===== src/hw/cocm_pkg.sv =====
package cocm_pkg;

    // -----------------------------------------------------------------
    // Frame geometry
    // -----------------------------------------------------------------
    // One frame is sixteen bits, most significant bit first.
    localparam int         FRAME_BITS = 16;
    localparam int         CNT_W      = 5;
    localparam logic [4:0] FRAME_LEN  = 5'h10;  // Bit count of a full frame.
    localparam logic [4:0] FRAME_OVER = 5'h11;  // Count saturates here.
    localparam int         CMD_POS    = 12;     // Command nibble at 15:12.
    localparam int         CMD_W      = 4;
    localparam int         DATA_W     = 12;     // Register data at 11:0.

    // -----------------------------------------------------------------
    // Command codes
    // -----------------------------------------------------------------
    // Command nibble values selecting the target of a frame.
    localparam logic [3:0] CMD_OPS    = 4'h1;   // Compact control frame.
    localparam logic [3:0] CMD_ON     = 4'h2;   // Write channel_on_bits.
    localparam logic [3:0] CMD_BANK_A = 4'h3;   // Write mode_bank_a.
    localparam logic [3:0] CMD_BANK_B = 4'h4;   // Write mode_bank_b.
    localparam logic [3:0] CMD_PAIR   = 4'h5;   // Write pair select bits.

    // -----------------------------------------------------------------
    // Channels and field positions
    // -----------------------------------------------------------------
    localparam int NUM_CH      = 10;  // Output channels 1 to 10.
    localparam int NUM_FB_CH   = 4;   // Channels 7 to 10 in the feedback.
    localparam int FB_CH_FIRST = 6;   // Index of channel 7.
    localparam int OPS_SET_POS = 4;   // Set bits 7:4, select bits 3:0.
    localparam int FB_POS      = 8;   // Feedback byte at 15:8 of reply.
    localparam int BANK_A_CH   = 6;   // Channels held in mode_bank_a.

    // -----------------------------------------------------------------
    // Reset values and masks
    // -----------------------------------------------------------------
    localparam logic [11:0] ON_BITS_RST = 12'hc00;  // Bits 11:10 stay one.
    localparam logic [11:0] BANK_A_RST  = 12'haaa;  // Every field is 10b.
    localparam logic [11:0] BANK_B_RST  = 12'h0aa;
    localparam logic [11:0] PAIR_RST    = 12'h000;
    localparam logic [11:0] ON_FIXED    = 12'hc00;  // Always-one bits.
    localparam logic [11:0] BANK_B_MASK = 12'h0ff;  // Bits 11:8 read zero.
    localparam logic [11:0] PAIR_MASK   = 12'h0f7;  // Only real pair bits.
    localparam logic [7:0]  OPS_RST     = 8'h00;
    localparam logic [7:0]  DIAG_BYTE   = 8'h00;    // Low reply byte.

endpackage : cocm_pkg


===== src/hw/cocm_chan_sel.sv =====
`timescale 1ns/1ps

// Selects the raw control of one channel from its mode field.
module cocm_chan_sel (
    input  wire logic [1:0] channel_mode_field, // Two-bit mode of channel.
    input  wire logic       on_bit,             // Serial on/off bit.
    input  wire logic       channel_input_pin,  // Direct input pin level.
    output logic            ctrl                // Resulting raw control.
);

    // -----------------------------------------------------------------
    // Mode decode
    // -----------------------------------------------------------------
    // Serial for 0x, pin for 10, AND of both for 11.
    always_comb begin
        case (channel_mode_field)
            2'b10: ctrl = channel_input_pin;
            2'b11: ctrl = on_bit & channel_input_pin;
            default: ctrl = on_bit;
        endcase
    end

endmodule // cocm_chan_sel


===== src/hw/cocm_ctrl.sv =====
`timescale 1ns/1ps

// Overview of operation
// - Reply bits 15:8 carry the eight-bit pin feedback byte.
// - Serial-selected channels 7-10 echo set bits from the previous frame.
// - Parallel-selected channels 7-10 report input pin at chip select fall.
// - Serial or parallel feedback is chosen per channel independently.
// - Output data bits 9:0 switch channels 1-10 on when one.
// - Output data bit governs a channel in every mode except mode 10.
// - Output data resets to C00 hex; bits 11:10 always read one.
// - Mode 10 switches the channel directly from its input pin.
// - Mode 11 turns the channel on when data bit and pin are one.
// - Mode fields reset to 10; bank A AAA hex, bank B 0AA hex.
// - Bank A holds channels 1-6; bank B channels 7-10, bits 11:8 zero.
// - A set pair bit drives both channels from the lower channel.
// - Pair bit zero is direct, one pairs with next channel; reset 000.
// - Pairing only inside groups 1-4, 5-6 and 7-10.
// - Second command byte decides the first reply byte of next frame.
module cocm_ctrl (
    input  wire logic       ref_clk,           // System clock, 100 MHz.
    input  wire logic       rstn,              // Asynchronous reset, low.
    input  wire logic       sclk,              // Serial clock from host.
    input  wire logic       cs_n,              // Chip select, active low.
    input  wire logic       si,                // Serial data in.
    output logic            so,                // Serial data out.
    output logic            so_oe,             // Serial out drive enable.
    input  wire logic [9:0] channel_input_pin, // Direct pins, ch 1 to 10.
    output logic [9:0]      chan_out           // Channel on controls.
);

    // -----------------------------------------------------------------
    // State
    // -----------------------------------------------------------------
    typedef struct packed {
        logic        sclk_d;        // Serial clock of the last cycle.
        logic        cs_d;          // Chip select of the last cycle.
        logic [15:0] in_shift;      // Received frame bits.
        logic [4:0]  bit_cnt;       // Rising edges seen in this frame.
        logic [15:0] out_shift;     // Reply bits still to send.
        logic        so;            // Serial out flop.
        logic        so_oe;         // Serial out enable flop.
        logic [11:0] on_bits;       // channel_on_bits register.
        logic [11:0] bank_a;        // mode_bank_a register.
        logic [11:0] bank_b;        // mode_bank_b register.
        logic [11:0] pair;          // pair_select_bit register.
        logic [7:0]  prev_ops;      // pin_set_byte of the last compact frame.
        logic [9:0]  chan_out;      // Registered channel controls.
    } cocm_state_s;

    cocm_state_s st;
    cocm_state_s next_st;

    logic [9:0]  raw_ctrl;
    logic [9:0]  eff_ctrl;
    logic [8:0]  link;
    logic [19:0] modes;
    logic [7:0]  fb_byte;
    logic        sclk_rise;
    logic        sclk_fall;
    logic        cs_fall;
    logic        cs_rise;
    logic        frame_done;
    logic [3:0]  cmd;

    // -----------------------------------------------------------------
    // Edge detection on the serial pins
    // -----------------------------------------------------------------
    // Pins are synchronous to ref_clk, so edges come from one delay flop.
    assign sclk_rise  = sclk & ~st.sclk_d;
    assign sclk_fall  = ~sclk & st.sclk_d;
    assign cs_fall    = ~cs_n & st.cs_d;
    assign cs_rise    = cs_n & ~st.cs_d;
    assign frame_done = cs_rise && (st.bit_cnt == cocm_pkg::FRAME_LEN);
    assign cmd        = st.in_shift[cocm_pkg::CMD_POS +: cocm_pkg::CMD_W];

    // -----------------------------------------------------------------
    // Channel mode selection
    // -----------------------------------------------------------------
    // Bank A holds channels 1 to 6, bank B channels 7 to 10.
    assign modes = {st.bank_b[7:0], st.bank_a[11:0]};

    // One selector per channel turns mode, data bit and pin into control.
    genvar g;
    generate
        for (g = 0; g < cocm_pkg::NUM_CH; g++) begin : g_chan
            cocm_chan_sel u_sel (
                .channel_mode_field (modes[2*g+1:2*g]),
                .on_bit             (st.on_bits[g]),
                .channel_input_pin  (channel_input_pin[g]),
                .ctrl               (raw_ctrl[g])
            );
        end
    endgenerate

    // -----------------------------------------------------------------
    // Parallel pairing
    // -----------------------------------------------------------------
    // Links join a channel to the next; none crosses 4-5 or 6-7.
    assign link = {st.pair[7], st.pair[6], st.pair[5], 1'b0,
                   st.pair[4], 1'b0, st.pair[2], st.pair[1],
                   st.pair[0]};

    // A linked channel copies the control of the channel below it.
    always_comb begin
        eff_ctrl[0] = raw_ctrl[0];
        for (int i = 1; i < cocm_pkg::NUM_CH; i++) begin
            eff_ctrl[i] = link[i-1] ? eff_ctrl[i-1] : raw_ctrl[i];
        end
    end

    // -----------------------------------------------------------------
    // Pin feedback byte
    // -----------------------------------------------------------------
    // Each channel 7-10 picks echo or sampled pin on its own select bit.
    always_comb begin
        fb_byte[3:0] = st.prev_ops[3:0];
        for (int i = 0; i < cocm_pkg::NUM_FB_CH; i++) begin
            fb_byte[cocm_pkg::OPS_SET_POS+i] = st.prev_ops[i]
                ? channel_input_pin[cocm_pkg::FB_CH_FIRST+i]
                : st.prev_ops[cocm_pkg::OPS_SET_POS+i];
        end
    end

    // -----------------------------------------------------------------
    // Next state
    // -----------------------------------------------------------------
    // Shifts the frame, builds the reply and commits complete frames.
    always_comb begin
        next_st          = st;
        next_st.sclk_d   = sclk;
        next_st.cs_d     = cs_n;
        next_st.so_oe    = ~cs_n;
        next_st.chan_out = eff_ctrl;
        if (cs_fall) begin
            next_st.bit_cnt   = '0;
            next_st.out_shift = {fb_byte, cocm_pkg::DIAG_BYTE};
            next_st.so        = fb_byte[7];
        end else if (!cs_n) begin
            if (sclk_rise) begin
                next_st.in_shift = {st.in_shift[14:0], si};
                if (st.bit_cnt != cocm_pkg::FRAME_OVER) begin
                    next_st.bit_cnt = st.bit_cnt + 5'h1;
                end
            end
            if (sclk_fall) begin
                next_st.out_shift = {st.out_shift[14:0], 1'b0};
                next_st.so        = st.out_shift[14];
            end
        end
        // Only a frame of exactly sixteen bits reaches the registers.
        if (frame_done) begin
            if (cmd == cocm_pkg::CMD_OPS) begin
                next_st.prev_ops = st.in_shift[7:0];
                for (int i = 0; i < cocm_pkg::NUM_FB_CH; i++) begin
                    if (!st.in_shift[i]) begin
                        next_st.on_bits[cocm_pkg::FB_CH_FIRST+i] =
                            st.in_shift[cocm_pkg::OPS_SET_POS+i];
                    end
                end
            end else if (cmd == cocm_pkg::CMD_ON) begin
                next_st.on_bits = st.in_shift[11:0]
                                | cocm_pkg::ON_FIXED;
            end else if (cmd == cocm_pkg::CMD_BANK_A) begin
                next_st.bank_a = st.in_shift[11:0];
            end else if (cmd == cocm_pkg::CMD_BANK_B) begin
                next_st.bank_b = st.in_shift[11:0]
                               & cocm_pkg::BANK_B_MASK;
            end else if (cmd == cocm_pkg::CMD_PAIR) begin
                next_st.pair = st.in_shift[11:0]
                             & cocm_pkg::PAIR_MASK;
            end
        end
    end

    // -----------------------------------------------------------------
    // State register
    // -----------------------------------------------------------------
    // Reset puts every register at its documented default.
    always_ff @(posedge ref_clk or negedge rstn) begin
        if (!rstn) begin
            st.sclk_d    <= 1'b0;
            st.cs_d      <= 1'b1;
            st.in_shift  <= 16'h0000;
            st.bit_cnt   <= 5'h00;
            st.out_shift <= 16'h0000;
            st.so        <= 1'b0;
            st.so_oe     <= 1'b0;
            st.on_bits   <= cocm_pkg::ON_BITS_RST;
            st.bank_a    <= cocm_pkg::BANK_A_RST;
            st.bank_b    <= cocm_pkg::BANK_B_RST;
            st.pair      <= cocm_pkg::PAIR_RST;
            st.prev_ops  <= cocm_pkg::OPS_RST;
            st.chan_out  <= 10'h000;
        end else begin
            st <= next_st;
        end
    end

    // -----------------------------------------------------------------
    // Outputs
    // -----------------------------------------------------------------
    // All outputs come straight from the state flops.
    assign so       = st.so;
    assign so_oe    = st.so_oe;
    assign chan_out = st.chan_out;
endmodule // cocm_ctrl


===== config.mk =====
export PLATFORM = sky130hd
export DESIGN_NAME = cocm_ctrl
export DESIGN_NICKNAME = d
export VERILOG_FILES = /design/src/hw/cocm_pkg.sv /design/src/hw/cocm_chan_sel.sv /design/src/hw/cocm_ctrl.sv
export SDC_FILE = /design/constraint.sdc
export NUM_CORES = 1
export LEC_CHECK = 0
export ABC_AREA = 1
export BUFFER_PORTS_ARGS = -buffer_cell sky130_fd_sc_hd__buf_2
export CORE_MARGIN = 2
export CORE_UTILIZATION = 54
export DETAILED_ROUTE_END_ITERATION = 12
export PLACE_DENSITY_LB_ADDON = 0.08
export SYNTH_ARGS = -nofsm -noshare
export SYNTH_HDL_FRONTEND = slang
export SYNTH_SLANG_ARGS = --single-unit

===== constraint.sdc =====
create_clock -name ref_clk -period 1.6 [get_ports ref_clk]
set_clock_uncertainty 0.05 [all_clocks]
set_input_delay 0.24 -clock ref_clk [delete_from_list [all_inputs] [get_ports ref_clk]]
set_output_delay 0.24 -clock ref_clk [all_outputs]
set_load 0.1 [all_outputs]

# --- After elaboration in Yosys (flattened, before gate mapping) ---
# Cells that the tools add are included.
# W data, S select, Z words.
totals:
  ff_bits: 95
  word_cells: 122
classes:
  addsub: 1
  n_eq_ne: 32
  n_mux: 32
  n_bitwise: 23
  n_reduce_logical: 17
ops:
  columns: ["op", "n"]
  rows:
  - ["$mux W22", 2]
  - ["$eq A2 B2 Y1 const B", 20]
  - ["$reduce_and A3 Y1", 7]
  - ["$pmux W1 S2", 10]
  - ["$mux W17", 1]
  - ["$mux W1", 15]
  - ["$and A1 B1 Y1", 14]
  - ["$mux W10", 1]
  - ["$mux W5", 2]
  - ["$not A1 Y1", 9]
  - ["$eq A4 B2 Y1 const B", 2]
  - ["$eq A4 B3 Y1 const B", 2]
  - ["$ne A2 B2 Y1 const B", 4]
  - ["$reduce_bool A2 Y1", 4]
  - ["$reduce_and A6 Y1", 1]
  - ["$add A5 B1 Y5 const B", 1]
  - ["$eq A5 B5 Y1 const B", 1]
  - ["$ne A5 B5 Y1 const B", 1]
  - ["$reduce_and A5 Y1", 1]
  - ["$eq A4 B1 Y1 const B", 1]
  - ["$mux W4", 1]
  - ["$reduce_and A2 Y1", 2]
  - ["$reduce_and A4 Y1", 1]
  - ["$ne A2 B1 Y1 const B", 1]
  - ["$logic_and A1 B1 Y1", 1]

# --- Longest topological paths before layout ---
# Gate-level depths: netlist (run 1).
depth:
  word_depth: 5
  depth_mapped: 9
  mapped_depth_nobuf: 9

# --- By module ---
# From an unflattened synthesis (run 1), not the netlist that was laid out.
hier_totals:
  cells_unflattened: 464
  hier_area_um2: 4028.9
modules_own_cells:
  columns: ["module", "instances", "cells_each", "area_each_um2"]
  rows:
  - ["cocm_ctrl", 1, 404, 3791.1]
  - ["cocm_chan_sel", 10, 6, 23.8]

# --- Least setup slack after synthesis (run 1) ---
# OpenSTA, ideal clock, no wires.
synth_timing:
  path_type: "flip-flop to flip-flop"
  startpoint: "reg st[84] (netlist name)"
  endpoint: "reg st[16] (netlist name)"
  setup_ns: 0.121
  arrival_ns: 1.337
  required_ns: 1.429
  path_slack_ns: 0.092
  stages_incl_launch_ff: 9
  period_less_slack_ns: 1.508
  path_cell_list: "dfrtp_1 -> inv_1 -> ha_1 -> nand3_2 -> nor2_8 -> nand3_4 -> buf_6 -> nand2_2 -> o21ai_2"
synth_between:
  elab_chain_len: 3
synth_lines:
  columns: ["item", "line_no", "rtl"]
  rows:
  - ["from (decl)", "cocm_ctrl.sv:50", "cocm_state_s st;"]
  - ["from (signal assigned)", "cocm_ctrl.sv:195", "st <= next_st;"]
  - ["$eq A5 B5 Y1", "cocm_ctrl.sv:73", "assign frame_done = cs_rise && (st.bit_cnt == cocm_pkg::FRAME_LEN);"]
  - ["$logic_and A1 B1 Y1", "cocm_ctrl.sv:73", null]
  - ["$reduce_and A2 Y1 (no line)", null, null]
# No other way between the ends.
# A chain may end at the register's enable or synchronous reset.

# --- Worst setup path after layout (run 1) ---
layout_timing:
  startpoint: "reg st[86] (netlist name)"
  endpoint: "reg st (netlist bit link[0])"
layout_between:
  elab_chain_len: 3
layout_lines:
  columns: ["item", "line_no"]
  rows:
  - ["$eq A5 B5 Y1", "cocm_ctrl.sv:73"]
  - ["$logic_and A1 B1 Y1", "cocm_ctrl.sv:73"]
  - ["$reduce_and A6 Y1 (no line)", null]
# No other way between the ends.

==> flow_metrics.env, run 1 <==
export IMPL_setup_violations=0
export IMPL_synth_nets=450
export IMPL_fin_util=0.6335
export IMPL_yosys_area_top_type="dfrtp_1"
export IMPL_max_stage_delay_ns=0.43
export IMPL_status="completed"
export IMPL_hold_class="in -> reg"
export IMPL_dpl_cell_area_um2=4111
export IMPL_clkSinkCount=87
export IMPL_core_rowCount=31
export IMPL_cts_tree="yes"
export IMPL_worstPathRequired_ns=1.79
export IMPL_globalplace_congestion=0.8133
export IMPL_drt_initial_drc_count=250
export IMPL_die_y_um=89.64
export IMPL_tightestPinTransition_ns=0.4846
export IMPL_via_per_inst=5.075
export IMPL_powerDensity_nw_per_um2=975.8
export IMPL_clkSlewWorstSetupHoldPaths_ns=0.08
export IMPL_start_util=0.5519
export IMPL_min_period_over_period=0.9830
export IMPL_grt_remaining_overflow=0
export IMPL_drc=0
export IMPL_cts_buffers=9
export IMPL_finalWirelength_um=7821
export IMPL_area_growth_pct=14.79
export IMPL_finalHoldViolCount=0
export IMPL_synthCells=432
export IMPL_whs_ns=0.08904
export IMPL_syn_cell_area_um2=3960
export IMPL_leakage_nw=2.213
export IMPL_critPathLaunch="st[86]"
export IMPL_worstSkewPairLatency_ns=0.35
export IMPL_drtAntennaViolNets=0
export IMPL_synth_top_area_share=0.4803
export IMPL_antenna_found_initial=0
export IMPL_cp_top_family="simple AND/OR/NAND/NOR gates"
export IMPL_yosysWarnings=0
export IMPL_synthFlopType="dfrtp_1"
export IMPL_seq_area_frac_synth=0.5532
export IMPL_grt_max_degree=88
export IMPL_place_inst=544
export IMPL_stdcell_count=575
export IMPL_clock_path_buffers=2
export IMPL_dr_pass1_iters=5
export IMPL_worst_hold_startpoint="si"
export IMPL_num_vias=2918
export IMPL_port_buffers=26
export IMPL_diodes=0
export IMPL_fp_dieW_um=89.64
export IMPL_nFillCells=611
export IMPL_synth_edf_count=0
export IMPL_maxSlewHeadroom=0.6792
export IMPL_synth_area_per_cell_um2=9.167
export IMPL_clock_fmax_ghz=0.6358
export IMPL_crit_fanout=7
export IMPL_ys_ff_latch=87
export IMPL_worstPathCellList="nor2_2, nand3_4, nor2_8, buf_6, nand3b_4, nand2_2, o21ai_2"
export IMPL_drv_slew=0
export IMPL_start_kind="flip-flop"
export IMPL_die_area_um2=8034
export IMPL_synth_most_common_cell="nand2_1"
export IMPL_maxCapViolations=0
export IMPL_period_minus_slack_ns=1.573
export IMPL_synth_area_leaders="dfrtp_1 (48%), nand2_1 (9.2%), dfstp_2 (7.3%)"
export IMPL_grt_pass1_wl_um=12480
export IMPL_worstPathArrival_ns=1.76
export IMPL_path_class="reg -> reg"
export IMPL_rsz0062_at_grt="true"
export IMPL_grt_pass1_vias=2505
export IMPL_async_flop_share=1.000
export IMPL_io_pins=27
export IMPL_cp_num_buf_inv=1
export IMPL_yosys_top_cells_count="nand2_1 (97), dfrtp_1 (76), inv_1 (53), o21ai_0 (31), o21ai_1 (29)"
export IMPL_h_tree_depth=3
export IMPL_dp_hpwl_um=5191
export IMPL_drive_gt1_frac=0.2605
export IMPL_synthDistinctLibCells=32
export IMPL_crit_reg2reg_launch="st[86]"
export IMPL_crit_slowest_cell="dfrtp_1"
export IMPL_ir_worst_vdd_uv=421.2
export IMPL_finalNetCount=489
export IMPL_worst_setup_path_end_kind="flip-flop"
export IMPL_root_buffer="clkbuf_8"
export IMPL_final_area_um2=4546
export IMPL_grt_total_usage=0.2087
export IMPL_core_area_um2=7176
export IMPL_detail_route_wl_per_cell_um=13.60
[cell families after synthesis]
kind of cell / after synthesis / synth area share
flip-flops: 87 / 0.5532
adder cells (fa/ha/maj): 3 / 0.009480
AND/OR/NAND/NOR: 164 / 0.1889
XOR/XNOR: 1 / 0.002212
buffers and inverters: 76 / 0.09795
AO/OA/AOI/OAI: 101 / 0.1482
[metal layers]
layer  track usage  part of all wire  vias to the layer above
met5             0                 0                        -
met4       0.08548             0.019                        0
met2        0.3028              0.46                       58
met1        0.3112              0.48                     1386
met3       0.03565             0.038                       13
li1              -                 -                     1461
[worst register-to-register path: cells and delay by family, from the launching register on]
| kind | cells | cell delay (ns) |
|---|---|---|
| compound gates | 1 | 0.05 |
| buf+inv | 1 | 0.15 |
| simple gates | 5 | 0.79 |
| flops | 1 | 0.43 |
[state kept, by name, summed over array words and instances, names as in the netlist]
register  flops
fb_byte       4
modes        20
st           40
link          7
so_oe         1
chan_out     10
cmd           4
so            1
[worst paths after layout]
path	end	slack, ns	cells past startpoint
setup / recovery	link[0]	0.03	7
hold / removal	st[89]	0.09	3
setup reg to reg	link[0]	0.03	7
hold reg to reg	modes[7]	0.43	2
max in group asynchronous	st[105]	0.71	3
min in group asynchronous	so	0.40	3
[power breakdown]
part,leakage [nW],switching (W),internal [W]
Sequential,1.12,0.0000799,0.00228
Clock,0.106,0.000759,0.000877
Combinational,0.983,0.000308,0.000129
Total,2.21,0.00115,0.00329
[final cells by class]
type	instances	area, um2	area share
flip-flops and latches	87	2191	0.4820
clock inverters	6	86.33	0.01899
multi-input cells	271	1485	0.3267
repair buffers	48	329.1	0.07239
clock buffers	10	127.6	0.02808
well taps	99	123.9	0.02725
inverters	54	202.7	0.04459
[through the flow]
step	total power [W]	setup TNS, ns	worst slack (ns)
finish	0.004436	0	0.02725
global placement	0.002783	0	0.04766
floorplan	0.002623	0	0.09220
detailed placement	0.002794	-0.2010	-0.03279
global route	0.004646	-0.4012	-0.04817
CTS	0.004438	-0.3319	-0.04619
[placed cells by master, fill, tap and decap left out, drive strengths merged, types with 4 or more instances in the layout]
master,n
a21oi,15
buf,45
clkbuf,10
dfrtp,76
dfstp,11
inv,54
nand2,104
nand3,24
nor2,33
o21ai,76
o21bai,4
[repair_timing]
item / 4_1_cts / 5_1_grt
setup endpoints to repair: 9 / 65
hold endpoints to repair: 78 / 0
pin swaps: 1 / 6
hold buffers: 3 / 0
buffers inserted: 0 / 10
gates resized for setup: 1 / 27
gates cloned: 0 / 2
(Power assumes the default switching activity.)
==> run 2: changes to the inputs <==
REMOVE_ABC_BUFFERS = 1   (was not set)
==> run 2 against run 1 <==
Flip-flop and latch count unchanged. Power rose by 1.4%. Register-to-register slack about the same. Worst setup slack lost 0.0064 ns. First-iteration DRC count is 48% lower. Global-route usage rose by 0.71 points. Fmax shrank 0.40%. Sequential power about the same. Non-clock buffer count down 3. Design area unchanged. Clock power increased by 3%. Largest cell class unchanged.
==> flow_metrics.env, run 2 (synthesized netlist as in run 1, its figures left out) <==
export IMPL_path_class="reg -> reg"
export IMPL_fin_setup_tns_ns=0
export IMPL_worstPathCellList="inv_2, ha_4, nand3_4, nor2_8, buf_12, nand3_4, nand2_2, o21ai_2"
export IMPL_antenna_found_initial=0
export IMPL_grt_pass1_vias=2647
export IMPL_worstPathRequired_ns=1.79
export IMPL_intPower_w=0.003303
export IMPL_rsz0062_at_grt="true"
export IMPL_start_kind="flip-flop"
export IMPL_diodes=0
export IMPL_final_common_cell="nand2_1"
export IMPL_worst_hold_startpoint="si"
export IMPL_io_pins=27
export IMPL_leakage_nw=2.225
export IMPL_nFillCells=613
export IMPL_worstPathArrival_ns=1.77
export IMPL_finalHoldViolCount=0
export IMPL_max_stage_delay_ns=0.41
export IMPL_period_minus_slack_ns=1.579
export IMPL_drtAntennaViolNets=0
export IMPL_clkSinkCount=87
export IMPL_grt_max_degree=33
export IMPL_min_period_over_period=0.9870
export IMPL_grt_remaining_overflow=0
export IMPL_fp_dieW_um=89.64
export IMPL_ir_worst_vdd_uv=617.3
export IMPL_start_util=0.5519
export IMPL_final_area_um2=4546
export IMPL_layout_common_cells="nand2_1 (91), dfrtp_1 (76), inv_1 (51)"
export IMPL_crit_reg2reg_launch="st[85]"
export IMPL_r2r_slack_ns=0.02
export IMPL_cts_buffers=9
export IMPL_pwr_share_seq=0.526
export IMPL_cp_common_cell="nand3_4"
export IMPL_maxSlewHeadroom=0.6783
export IMPL_whs_endpoint="st[89]"
export IMPL_total_power_w=0.004496
export IMPL_area_growth_pct=14.79
export IMPL_dp_hpwl_um=5408
export IMPL_drv_slew=0
export IMPL_place_inst=544
export IMPL_drc=0
export IMPL_dpl_cell_area_um2=4136
export IMPL_r2r_end="fb_byte[2]"
export IMPL_pwr_share_comb=0.098
export IMPL_clkPwrFrac=0.375
export IMPL_drive_gt1_frac=0.2410
export IMPL_clock_path_buffers=2
export IMPL_core_rowCount=31
export IMPL_crit_slowest_cell="dfrtp_1"
export IMPL_tightestPinTransition_ns=0.4860
export IMPL_finalNetCount=486
export IMPL_whs_ns=0.07527
export IMPL_core_area_um2=7176
export IMPL_setup_violations=0
export IMPL_root_buffer="clkbuf_8"
export IMPL_status="completed"
export IMPL_crit_fanout=8
export IMPL_cts_tree="yes"
export IMPL_worstSkewPairLatency_ns=0.36
export IMPL_detail_route_wl_per_cell_um=13.89
export IMPL_die_y_um=89.64
export IMPL_largest_register="st"
export IMPL_drt_initial_drc_count=129
export IMPL_dr_pass1_iters=5
export IMPL_h_tree_depth=3
export IMPL_grt_pass1_wl_um=12900
export IMPL_final_seq_area_um2=2191
export IMPL_clock_fmax_ghz=0.6333
export IMPL_worst_setup_path_end_kind="flip-flop"
export IMPL_p_sw_w=0.001193
export IMPL_p_sw_frac=0.2653
export IMPL_powerDensity_nw_per_um2=989.2
export IMPL_via_per_inst=5.010
export IMPL_clkSlewWorstSetupHoldPaths_ns=0.09
export IMPL_hold_class="in -> reg"
export IMPL_grt_total_usage=0.2157
export IMPL_reg2reg_depth=8
export IMPL_finalWirelength_um=7946
export IMPL_die_area_um2=8034
export IMPL_largest_reg_flops=40
export IMPL_multi_input_area_um2=1466
export IMPL_globalplace_congestion=0.8316
export IMPL_port_buffers=26
export IMPL_stdcell_count=572
export IMPL_maxCapViolations=0
export IMPL_num_vias=2866
export IMPL_whs_path_depth=3
## run 2: cell count changes in the layout (fill, tap and decap cells not counted), sizes merged
cell and delta:
clkinv -1, buf -3, inv +1
## run 2: layout make-up
cell class / instances / area share
inverter: 54 / 0.04459
timing repair buffer: 45 / 0.07487
clock inverter: 6 / 0.02064
tap: 99 / 0.02725
sequential: 87 / 0.4820
clock buffer: 10 / 0.02808
multi-input combinational: 271 / 0.3226
## run 2: stage by stage
| stage | setup WS (ns) | util |
|---|---|---|
| after floorplan | 0.08501 | - |
| after global placement | 0.03539 | 0.5765 |
| after detailed placement | -0.02057 | 0.5765 |
| after CTS | -0.04170 | 0.6139 |
| after global routing | -0.05190 | 0.6335 |
| final | 0.02086 | 0.6335 |
## run 2: critical path, delay by kind of cell (launching register included)
| kind | cells | cell delay, ns |
|---|---|---|
| AO/OA/AOI/OAI | 1 | 0.06 |
| adder cells (fa/ha/maj) | 1 | 0.15 |
| buffers and inverters | 2 | 0.24 |
| flip-flops | 1 | 0.41 |
| AND/OR/NAND/NOR | 4 | 0.55 |
## run 2: power groups by stage
stage	combinational, W	clock [W]	sequential [W]
6_report	0.000443	0.00169	0.00237
5_1_grt	0.000497	0.00183	0.00238
4_1_cts	0.000419	0.00173	0.00236
3_5_place_dp	0.000405	0	0.00241
3_3_place_gp	0.000400	0	0.00240
2_1_floorplan	0.000193	0	0.00241
## run 2: how the worst max path moves through the flow
stage                 from         end  slack [ns]  cells past startpoint
floorplan           st[84]  fb_byte[0]        0.09                      7
global placement    st[85]  fb_byte[0]        0.04                      7
detailed placement  st[85]      st[15]       -0.02                      7
CTS                 st[85]     link[8]       -0.04                      7
global route        st[85]     link[8]       -0.05                      7
finish              st[85]  fb_byte[2]        0.02                      8
## run 2: per-layer routing
metal / wire, um / global-route usage
met1: 3736 / 0.3074
met2: 3721 / 0.3202
met3: 368 / 0.04662
met4: 119 / 0.09227
met5: 0 / 0
## run 2: what timing repair did
action	CTS	global route
gates resized for setup	1	17
cloned	1	1
setup endpoints to repair	9	52
pin swaps	1	5
hold buffers	3	0
buffers inserted	0	7
endpoints found under the hold margin	25	0
==> run 3: changes to the inputs <==
==> constraint.sdc (replaced) <==
create_clock -name ref_clk -period 1.6 [get_ports ref_clk]
set_clock_uncertainty 0.05 [all_clocks]
set_input_delay 0.16 -clock ref_clk [delete_from_list [all_inputs] [get_ports ref_clk]]
set_output_delay 0.16 -clock ref_clk [all_outputs]
set_load 0.1 [all_outputs]
==> run 3 against run 2 <==
Utilization is essentially flat. Global-route usage grew 0.10 points. Critical path depth shrank 1.
==> flow_metrics.env, run 3 (synthesized netlist as in run 1, its figures left out) <==
export IMPL_ir_worst_vdd_uv=547.8
export IMPL_final_common_cell="nand2_1"
export IMPL_wl_met3_um=252
export IMPL_finalNetCount=489
export IMPL_min_period_over_period=0.9791
export IMPL_maxCapViolations=0
export IMPL_final_area_um2=4548
export IMPL_whs_endpoint="chan_out[4]"
export IMPL_crit_reg2reg_launch="st[87]"
export IMPL_num_vias=2872
export IMPL_r2r_slack_ns=0.03
export IMPL_clock_path_buffers=2
export IMPL_grt_remaining_overflow=0
export IMPL_layout_common_cells="nand2_1 (87), dfrtp_1 (76), inv_1 (51)"
export IMPL_drv_slew=0
export IMPL_dpl_cell_area_um2=4139
export IMPL_r2r_end="link[4]"
export IMPL_max_stage_delay_ns=0.43
export IMPL_worstPathArrival_ns=1.77
export IMPL_fp_dieW_um=89.64
export IMPL_die_area_um2=8034
export IMPL_fin_setup_tns_ns=0
export IMPL_rsz0062_at_grt="true"
export IMPL_cp_num_buf_inv=1
export IMPL_core_area_um2=7176
export IMPL_globalplace_congestion=0.8605
export IMPL_crit_slowest_cell="dfrtp_1"
export IMPL_area_growth_pct=14.85
export IMPL_highest_layer="met4"
export IMPL_drive_gt1_frac=0.2500
export IMPL_nFillCells=618
export IMPL_grt_total_usage=0.2168
export IMPL_largest_reg_flops=40
export IMPL_start_util=0.5519
export IMPL_clkSlewWorstSetupHoldPaths_ns=0.09
export IMPL_leakage_nw=2.232
export IMPL_worstPathCellList="nor2_2, nand3_4, nor2_8, buf_6, nand3b_4, nand2_1, o21ai_2"
export IMPL_cp_top_family="simple AND/OR/NAND/NOR gates"
export IMPL_grt_pass1_wl_um=12880
export IMPL_drc=0
export IMPL_finalHoldViolCount=0
export IMPL_wl_met1_um=4004
export IMPL_drtAntennaViolNets=0
export IMPL_powerDensity_nw_per_um2=993.6
export IMPL_tightestPinTransition_ns=0.4865
export IMPL_reg2reg_depth=7
export IMPL_dp_hpwl_um=5449
export IMPL_core_rowCount=31
export IMPL_dr_pass1_iters=5
export IMPL_via_per_inst=4.995
export IMPL_clkSinkCount=87
export IMPL_h_tree_depth=3
export IMPL_maxSlewHeadroom=0.6779
export IMPL_worst_hold_startpoint="channel_input_pin[4]"
export IMPL_detail_route_wl_per_cell_um=14.05
export IMPL_drt_initial_drc_count=143
export IMPL_status="completed"
export IMPL_period_minus_slack_ns=1.567
export IMPL_grt_pass1_vias=2600
export IMPL_wl_met2_um=3650
export IMPL_finalWirelength_um=8080
export IMPL_worstPathRequired_ns=1.80
export IMPL_cts_buffers=9
export IMPL_root_buffer="clkbuf_8"
export IMPL_crit_fanout=8
export IMPL_cts_tree="yes"
export IMPL_diodes=0
export IMPL_fin_util=0.6338
export IMPL_start_kind="flip-flop"
export IMPL_worst_setup_path_end_kind="flip-flop"
export IMPL_antenna_found_initial=0
export IMPL_largest_register="st"
export IMPL_hold_class="in -> reg"
export IMPL_die_y_um=89.64
export IMPL_clock_fmax_ghz=0.6383
export IMPL_worstSkewPairLatency_ns=0.36
export IMPL_grt_max_degree=36
export IMPL_whs_path_depth=2
export IMPL_setup_violations=0
export IMPL_path_class="reg -> reg"
export IMPL_port_buffers=26
export IMPL_io_pins=27
[run 3: timing repair]
| item | CTS | global route |
|---|---|---|
| buffers inserted | 0 | 7 |
| gates cloned | 0 | 2 |
| gates resized for setup | 0 | 21 |
| setup endpoints to repair | 16 | 65 |
| pin swaps | 1 | 7 |
| hold buffers | 4 | 0 |
| endpoints found under the hold margin | 33 | 0 |
[run 3: where the power goes]
group / switching, W / internal (W) / leakage [nW] / total (W)
logic: 0.000318 / 0.000130 / 0.998 / 0.000448
registers: 0.0000818 / 0.00228 / 1.12 / 0.00236
clock network: 0.000815 / 0.000892 / 0.111 / 0.00171
[run 3: worst max path at each step]
stage | cells past startpoint | slack, ns | endpoint | start
floorplan | 7 | 0.09 | fb_byte[0] | st[84]
global placement | 7 | 0.04 | fb_byte[0] | st[85]
detailed placement | 7 | -0.03 | st[14] | st[85]
CTS | 7 | -0.05 | fb_byte[0] | st[85]
global route | 7 | -0.07 | link[1] | st[87]
finish | 7 | 0.03 | link[4] | st[87]
[run 3: area by class of cell]
| class | count | area, um2 | area share |
|---|---|---|---|
| Sequential cell | 87 | 2191 | 0.4817 |
| Multi-Input combinational cell | 271 | 1471 | 0.3235 |
| Timing Repair Buffer | 48 | 340.3 | 0.07483 |
| Inverter | 54 | 202.7 | 0.04457 |
| Clock buffer | 10 | 127.6 | 0.02806 |
| Tap cell | 99 | 123.9 | 0.02724 |
| Clock inverter | 6 | 91.34 | 0.02008 |
[run 3: worst register-to-register path: cells and delay by family (launching register included)]
family / cells / cell delay [ns]
simple gates: 5 / 0.81
buf+inv: 1 / 0.13
compound gates: 1 / 0.05
flops: 1 / 0.43
[run 3: per-layer routing]
| layer | vias up | GRT usage |
|---|---|---|
| li1 | 1453 | - |
| met1 | 1349 | 0.3146 |
| met2 | 54 | 0.3269 |
| met3 | 16 | 0.04113 |
| met4 | 0 | 0.07734 |
| met5 | - | 0 |
[run 3: metrics by stage]
| step | hold slack (ns) | power [W] | std cells | worst slack, ns |
|---|---|---|---|---|
| 6_report | 0.02167 | 0.004519 | 575 | 0.03341 |
| 5_1_grt | 0.01633 | 0.004712 | 575 | -0.06953 |
| 4_1_cts | 0.01768 | 0.004518 | 566 | -0.04954 |
| 3_5_place_dp | 0.08910 | 0.002811 | 546 | -0.03129 |
| 3_3_place_gp | 0.09621 | 0.002804 | 546 | 0.04130 |
| 2_1_floorplan | -0.1856 | 0.002608 | 410 | 0.08501 |
